===== config.mk =====
export PLATFORM = sky130hd
export DESIGN_NAME = evmc_regs
export DESIGN_NICKNAME = d
export VERILOG_FILES = /design/src/evmc_pkg.sv /design/src/evmc_regs.sv
export SDC_FILE = /design/constraint.sdc
export NUM_CORES = 1
export LEC_CHECK = 0
export BUFFER_PORTS_ARGS = -buffer_cell sky130_fd_sc_hd__buf_2
export CORE_MARGIN = 10
export CORE_UTILIZATION = 44
export CTS_BUF_LIST = sky130_fd_sc_hd__clkbuf_2
export CTS_CLUSTER_DIAMETER = 80
export DETAILED_ROUTE_END_ITERATION = 8
export PLACE_DENSITY = 0.79
export SETUP_SLACK_MARGIN = 0.4
export SLEW_MARGIN = 10
export SYNTH_ARGS = -nofsm -noshare
export SYNTH_HDL_FRONTEND = slang
export SYNTH_SLANG_ARGS = --single-unit

===== constraint.sdc =====
create_clock -name CORE_CLK -period 3.2 [get_ports CORE_CLK]
set_input_delay 0.16 -clock CORE_CLK [delete_from_list [all_inputs] [get_ports CORE_CLK]]
set_output_delay 0.16 -clock CORE_CLK [all_outputs]
set_load 0.01 [all_outputs]

===== src/evmc_pkg.sv =====
package evmc_pkg;

    // ==========================================================
    // register map, byte addresses
    localparam logic [11:0] EVMC_OFS_EGRESS_VEC = 12'h328;
    localparam logic [11:0] EVMC_OFS_MC_HEADER = 12'h330;
    localparam logic [11:0] EVMC_OFS_MC_CAP = 12'h334;
    localparam logic [11:0] EVMC_OFS_EGRESS_CTL = 12'h3F0;

    // ==========================================================
    // field layout
    localparam int EVMC_VEC_W = 16;
    localparam int EVMC_PORT_W = 4;
    localparam int EVMC_HDR_ID_LSB = 0;
    localparam int EVMC_HDR_VER_LSB = 16;
    localparam int EVMC_HDR_NXT_LSB = 20;
    localparam int EVMC_NXT_W = 12;
    localparam int EVMC_GRP_W = 6;
    localparam int EVMC_ECRC_BIT = 15;
    localparam int EVMC_CTL_EN_BIT = 0;
    localparam int EVMC_CTL_LOCK_BIT = 1;

    // ==========================================================
    // fixed and reset values
    localparam logic [15:0] EVMC_CAP_ID = 16'h0012;
    localparam logic [3:0] EVMC_CAP_VER = 4'h1;
    localparam logic [11:0] EVMC_NXT_RST = 12'h000;
    localparam logic [15:0] EVMC_VEC_RST = 16'h0000;
    localparam logic [5:0] EVMC_GRP_RST = 6'h1F;
    localparam logic EVMC_ECRC_RST = 1'b1;

    // ==========================================================
    // carriers
    typedef struct packed {
        logic sel;
        logic enable;
        logic write;
        logic [11:0] addr;
        logic [31:0] wdata;
        logic [3:0] strb;
    } evmc_apb_req_s;

    typedef struct packed {
        logic [15:0] vec;
        logic [11:0] nxt_ptr;
        logic [5:0] max_grp;
        logic ecrc;
        logic egress_en;
        logic lock;
        logic ready;
        logic slverr;
        logic [31:0] rdata;
        logic [15:0] eff_vec;
        logic [6:0] grp_count;
        logic block_hit;
    } evmc_state_s;

endpackage : evmc_pkg


===== src/evmc_regs.sv =====
// Implementation choice: the APB register port.
`timescale 1ns/100ps

module evmc_regs
    import evmc_pkg::*;
#(
    parameter logic [11:0] NXT_PTR_DEFAULT = EVMC_NXT_RST
) (
    input wire logic CORE_CLK,
    input wire logic RESET_N,
    input wire logic CORE_CE,
    input wire logic PSEL,
    input wire logic PENABLE,
    input wire logic PWRITE,
    input wire logic [11:0] PADDR,
    input wire logic [31:0] PWDATA,
    input wire logic [3:0] PSTRB,
    output logic PREADY,
    output logic [31:0] PRDATA,
    output logic PSLVERR,
    input wire logic [EVMC_PORT_W-1:0] PORT_NUM,
    input wire logic MERGED_MODE,
    input wire logic [EVMC_PORT_W-1:0] TARGET_PORT,
    output logic [EVMC_VEC_W-1:0] EGRESS_BLOCK_BITS,
    output logic BLOCK_HIT,
    output logic [6:0] MC_GROUP_COUNT,
    output logic ECRC_REGEN_SUPPORTED,
    output logic [EVMC_NXT_W-1:0] NEXT_CAPABILITY_POINTER
);

    // ==========================================================
    // state
    localparam evmc_state_s STATE_RST = '{
        vec: EVMC_VEC_RST,
        nxt_ptr: EVMC_NXT_RST,
        max_grp: EVMC_GRP_RST,
        ecrc: EVMC_ECRC_RST,
        egress_en: 1'b0,
        lock: 1'b0,
        ready: 1'b0,
        slverr: 1'b0,
        rdata: 32'h0000_0000,
        eff_vec: 16'h0000,
        grp_count: 7'h20,
        block_hit: 1'b0
    };

    evmc_state_s state_r;
    evmc_state_s state_nxt;
    evmc_apb_req_s req;
    logic [EVMC_VEC_W-1:0] ro_mask;
    logic [31:0] wmask;
    logic [31:0] rd_word;
    logic mapped;
    logic nxt_seeded_r;

    assign req = '{sel: PSEL, enable: PENABLE, write: PWRITE, addr: PADDR, wdata: PWDATA, strb: PSTRB};

    // ==========================================================
    // hardwired vector bits
    always_comb begin
        ro_mask = '0;
        ro_mask[PORT_NUM] = 1'b1;
        if (MERGED_MODE) begin
            ro_mask[{PORT_NUM[EVMC_PORT_W-1:1], 1'b0}] = 1'b1;
            ro_mask[{PORT_NUM[EVMC_PORT_W-1:1], 1'b1}] = 1'b1;
        end
    end

    // ==========================================================
    // byte lanes
    for (genvar b = 0; b < 4; b++) begin : g_lane
        assign wmask[b*8 +: 8] = {8{req.strb[b]}};
    end

    // ==========================================================
    // read decode, reserved bits zero
    always_comb begin
        rd_word = 32'h0000_0000;
        mapped = 1'b1;
        unique case (req.addr)
            EVMC_OFS_EGRESS_VEC: begin
                rd_word[EVMC_VEC_W-1:0] = state_r.vec & ~ro_mask;
            end
            EVMC_OFS_MC_HEADER: begin
                rd_word[EVMC_HDR_ID_LSB +: 16] = EVMC_CAP_ID;
                rd_word[EVMC_HDR_VER_LSB +: 4] = EVMC_CAP_VER;
                rd_word[EVMC_HDR_NXT_LSB +: EVMC_NXT_W] = state_r.nxt_ptr;
            end
            EVMC_OFS_MC_CAP: begin
                rd_word[EVMC_GRP_W-1:0] = state_r.max_grp;
                rd_word[EVMC_ECRC_BIT] = state_r.ecrc;
            end
            EVMC_OFS_EGRESS_CTL: begin
                rd_word[EVMC_CTL_EN_BIT] = state_r.egress_en;
                rd_word[EVMC_CTL_LOCK_BIT] = state_r.lock;
            end
            default: begin
                mapped = 1'b0;
            end
        endcase
    end

    // ==========================================================
    // next state
    always_comb begin
        state_nxt = state_r;
        if (req.sel && req.enable && !state_r.ready) begin
            // one wait state so read data come from a flip-flop
            state_nxt.ready = 1'b1;
            state_nxt.slverr = !mapped;
            state_nxt.rdata = req.write ? 32'h0000_0000 : rd_word;
        end else if (req.sel && req.enable && state_r.ready) begin
            state_nxt.ready = 1'b0;
            state_nxt.slverr = 1'b0;
            if (req.write && mapped) begin
                unique case (req.addr)
                    EVMC_OFS_EGRESS_VEC: begin
                        // hardwired bits never store
                        state_nxt.vec = ((state_r.vec & ~wmask[15:0]) | (req.wdata[15:0] & wmask[15:0]))
                            & ~ro_mask;
                    end
                    EVMC_OFS_MC_HEADER: begin
                        if (!state_r.lock && req.strb[2] && req.strb[3]) begin
                            state_nxt.nxt_ptr = req.wdata[EVMC_HDR_NXT_LSB +: EVMC_NXT_W];
                        end
                    end
                    EVMC_OFS_MC_CAP: begin
                        if (!state_r.lock) begin
                            if (req.strb[0]) begin
                                state_nxt.max_grp = req.wdata[EVMC_GRP_W-1:0];
                            end
                            if (req.strb[1]) begin
                                state_nxt.ecrc = req.wdata[EVMC_ECRC_BIT];
                            end
                        end
                    end
                    EVMC_OFS_EGRESS_CTL: begin
                        if (req.strb[0]) begin
                            state_nxt.egress_en = req.wdata[EVMC_CTL_EN_BIT];
                            // lock is sticky until reset
                            state_nxt.lock = state_r.lock | req.wdata[EVMC_CTL_LOCK_BIT];
                        end
                    end
                    default: begin
                        state_nxt.lock = state_r.lock;
                    end
                endcase
            end
        end else begin
            state_nxt.ready = 1'b0;
            state_nxt.slverr = 1'b0;
        end
        // a mode change may hardwire bits already stored
        state_nxt.vec = state_nxt.vec & ~ro_mask;
        state_nxt.eff_vec = state_r.egress_en ? (state_r.vec & ~ro_mask) : '0;
        state_nxt.block_hit = state_nxt.eff_vec[TARGET_PORT];
        state_nxt.grp_count = {1'b0, state_r.max_grp} + 7'h01;
        if (!nxt_seeded_r) begin
            state_nxt.nxt_ptr = NXT_PTR_DEFAULT;
        end
    end

    // ==========================================================
    // registers
    always_ff @(posedge CORE_CLK or negedge RESET_N) begin
        if (!RESET_N) begin
            state_r <= STATE_RST;
            nxt_seeded_r <= 1'b0;
        end else if (CORE_CE) begin
            state_r <= state_nxt;
            nxt_seeded_r <= 1'b1;
        end
    end

    // ==========================================================
    // outputs
    assign PREADY = state_r.ready;
    assign PRDATA = state_r.rdata;
    assign PSLVERR = state_r.slverr;
    assign EGRESS_BLOCK_BITS = state_r.eff_vec;
    assign BLOCK_HIT = state_r.block_hit;
    assign MC_GROUP_COUNT = state_r.grp_count;
    assign ECRC_REGEN_SUPPORTED = state_r.ecrc;
    assign NEXT_CAPABILITY_POINTER = state_r.nxt_ptr;

endmodule : evmc_regs


==> flow_summary.toml <==
[run_status]
status = "completed"

[clock_network]
numClockSinks = 93
path_clk_slew_ns = 0.24
numCtsBuffers = 9
cts_max_path_buffers = 2
cts_tree = "yes"
cts-root-buf = "clkbuf_2"
post_cts_buffers = 0
insertion_delay_ns = 0.55
cts_max_level = 3

[synth]
synth_top_family_by_area = "compound AO/OA/AOI/OAI gates"
synthMuxAreaShare_pct = 3.90
syn_area_um2 = 4870
yosysWarnings = 0
syn_inst = 476
synth-xor-area-share_pct = 0.899
synthSimpleGateAreaFrac_pct = 13.7
ys_async_sr_fraction_pct = 100
yosysSeqAreaShare_pct = 47.9
syn_avg_cell_area_um2 = 10.2
synthAdderAreaFrac_pct = 0.257
ys_ff_latch = 93
yosysUniqueCellTypes = 61
synth_edf_count = 0
ys.flop_type = "dfrtp_1"
synth_compound_area_share_pct = 19.8

[power_and_ir_drop]
powerDensity_nw_per_um2 = 378
finalPower_mw = 2.15
leakage_nw = 2.70
ir_drop_mv = 0.291

[sta]
rsz0062_at_grt = "no"
slew_headroom_pct = 39.6
slew_violations = 0
fmax_ghz = 0.378
worstMarginPinSlew_ns = 0.903
setup-violations-final = 0
period_share_pct = 82.6
fin_crit_ns = 2.64
fin_tns_setup_ns = 0
hold_violations = 0
fin_skew_ns = 0.0166

[setup_path]
crit_path_max_fanout = 5
worstRegToRegCells = 7
cpMostUsedCell = "dlygate4sd3_1"
endpoint_kind = "flop"
path_cells = "nand4b_1 > or2_1 > nor4_1 > dlygate4sd3_1 > nand2_1 > dlygate4sd3_1 > o21ai_1"
critical_path_arrival_ns = 3.14
worst_setup_path_start_kind = "flop"
critical_path_required_ns = 3.69
crit_slowest_cell = "dlygate4sd3_1"
crit_type = "reg -> reg"
reg2reg_from = "PREADY"
rrSetupSlack_ns = 0.56
r2r-end = "PRDATA[3]"
max_stage_delay_ns = 0.60

[placement]
placed_area_um2 = 5110
dp_hpwl_um = 10100
numPortBuffers = 126
globalplace.congestion = 0.935
dpl.cell_count = 658

[global_routing]
antenna_found_initial = 2
grt_pass1_vias = 4056
grt_pass1_wl_um = 22100
grt_usage_pct = 17.0
grt_start_max_net_pins = 46
gr-total-overflow = 0

[drt]
highest_layer = "met4"
finalWirelength_um = 13700
ant_nets = 0
drt_iter0_drc = 329
met1_length_um = 6090
met2_length_um = 6390
dr_wl_met3_um = 980
vias = 3959
dr.pass1.iters = 6
drc = 0
wl_per_cell_um = 19.1
vias_per_cell = 5.54

[die]
ioPinCount = 134
core.rowCount = 38
die_w_um = 125
start_util_pct = 45.0
die_area_um2 = 15700
coreArea_um2 = 10800
die_h_um = 125

[min_path]
min_path_type = "in -> reg"
hold_depth = 3
min_from = "PORT_NUM[3]"
hold_end = "state_r[90]"

[final_layout]
syn_to_final_growth_pct = 16.5
stdcell_count = 715
fin_nets = 632
drive_gt1_share_pct = 29.7
fin_area_um2 = 5680

[flow_run]
drv_cap = 0
==> cell usage after synthesis (all sizes together) (2+ instances only) <==
library cell / number / area share, %
a21o: 3 / 0.46
a21oi: 10 / 1.0
a221oi: 3 / 0.54
a22o: 23 / 4.1
a311oi: 3 / 0.54
a32o: 15 / 3.1
and2: 2 / 0.26
and3: 4 / 0.51
and4: 2 / 0.36
buf: 81 / 12
clkbuf: 12 / 0.92
dfrtp: 86 / 44
dfstp: 7 / 3.8
inv: 8 / 0.62
mux2: 9 / 2.1
mux2i: 4 / 0.82
mux4: 2 / 1.0
nand2: 57 / 4.4
nand2b: 2 / 0.26
nand3: 12 / 1.2
nand4: 2 / 0.26
nor2: 20 / 1.5
nor2b: 5 / 0.64
nor3: 11 / 1.7
nor3b: 3 / 0.67
o21a: 2 / 0.31
o21ai: 37 / 3.8
o22ai: 2 / 0.26
o2bb2ai: 18 / 3.2
o31ai: 7 / 1.4
or2: 3 / 0.39
xnor2: 3 / 0.54
xor2: 2 / 0.36
==> how the worst max path moves through the flow <==
| stage | cells past startpoint | from | endpoint | slack, ns |
|---|---|---|---|---|
| 2_1_floorplan | 6 | PREADY | NEXT_CAPABILITY_POINTER[0] | 1.51 |
| 3_3_place_gp | 5 | PREADY | NEXT_CAPABILITY_POINTER[5] | 1.13 |
| 3_5_place_dp | 5 | PREADY | NEXT_CAPABILITY_POINTER[8] | 1.14 |
| 4_1_cts | 7 | PREADY | PRDATA[3] | 0.57 |
| 5_1_grt | 7 | PREADY | PRDATA[3] | 0.44 |
| 6_report | 7 | PREADY | PRDATA[3] | 0.56 |
==> power by group <==
part	switching, mW	internal [mW]	leakage (nW)
sequential	0.00396	1.19	1.25
combinational	0.123	0.0840	1.35
clock	0.407	0.342	0.0940
total	0.534	1.61	2.70
==> critical path: cells and delay by family (launching register included) <==
family	cells	cell delay (ns)
AO/OA/AOI/OAI	1	0.15
buffers and inverters	2	1.19
AND/OR/NAND/NOR	4	0.82
flip-flops	1	0.45
==> layout make-up <==
cell class                      count  area (µm²)
Antenna cell                        2        5.00
Clock buffer                        9        45.0
Inverter                            8        30.0
Timing Repair Buffer              172        1080
Sequential cell                    93        2340
Tap cell                          140         175
Multi-Input combinational cell    284        1890
Clock inverter                      7         123
Fill cell                         947        5160
==> per-layer routing <==
| layer | track usage (%) | vias up |
|---|---|---|
| met4 | 6.91 | 0 |
| met1 | 22.4 | 1950 |
| met2 | 26.5 | 152 |
| met3 | 4.01 | 18 |
| li1 | - | 1839 |
| met5 | 0 | - |
==> sequential cells by signal, summed over array words and instances (netlist names) <==
| name | count |
|---|---|
| state_r | 24 |
| NEXT_CAPABILITY_POINTER | 12 |
| PRDATA | 29 |
| PREADY | 1 |
| EGRESS_BLOCK_BITS | 16 |
| ECRC_REGEN_SUPPORTED | 1 |
| MC_GROUP_COUNT | 7 |
| nxt_seeded_r | 1 |
| BLOCK_HIT | 1 |
| PSLVERR | 1 |
==> timing repair <==
action,CTS,global route
hold buffers,39,0
resized for setup,0,0
endpoints found under the hold margin,129,0
==> placed cells by master, fill, tap and decap left out, drive strengths merged, types with 3 or more instances in the layout <==
cell	synthesis	final
nor2	20	20
dlygate4sd3	0	39
nand2	57	57
o31ai	7	7
dfrtp	86	86
conb	1	3
a221oi	3	3
clkbuf	12	9
mux2	9	9
bufinv	0	3
a21o	3	3
a311oi	3	3
a22o	23	23
nor3b	3	3
and3	4	4
a32o	15	15
mux2i	4	4
or2	3	3
nor2b	5	5
nand3	12	12
buf	81	133
inv	8	9
xnor2	3	3
a21oi	10	10
o2bb2ai	18	18
dfstp	7	7
o21ai	37	37
nor3	11	11
==> through the flow <==
step                      hold WS, ns  utilization (%)  setup slack, ns
after floorplan                -0.136                -             1.51
after global placement         0.0511             47.2             1.13
after detailed placement       0.0609             47.2             1.14
after CTS                      0.0128             52.3            0.569
after global routing           0.0446             52.4            0.443
final                          0.0620             52.4            0.558
==> logic make-up (layout without fill, tap and decap cells) <==
family                     count (synthesis)  after routing
muxes                                     15             15
adders and majority gates                  1              1
other                                      1              5
xor gates and xnor gates                   5              5
DFF                                       93             93
and+or+nand+nor                          131            131
buffers and inverters                    101            196
AOI/OAI and AO/OA                        129            129
No activity file was read; power rests on OpenSTA's default activity.
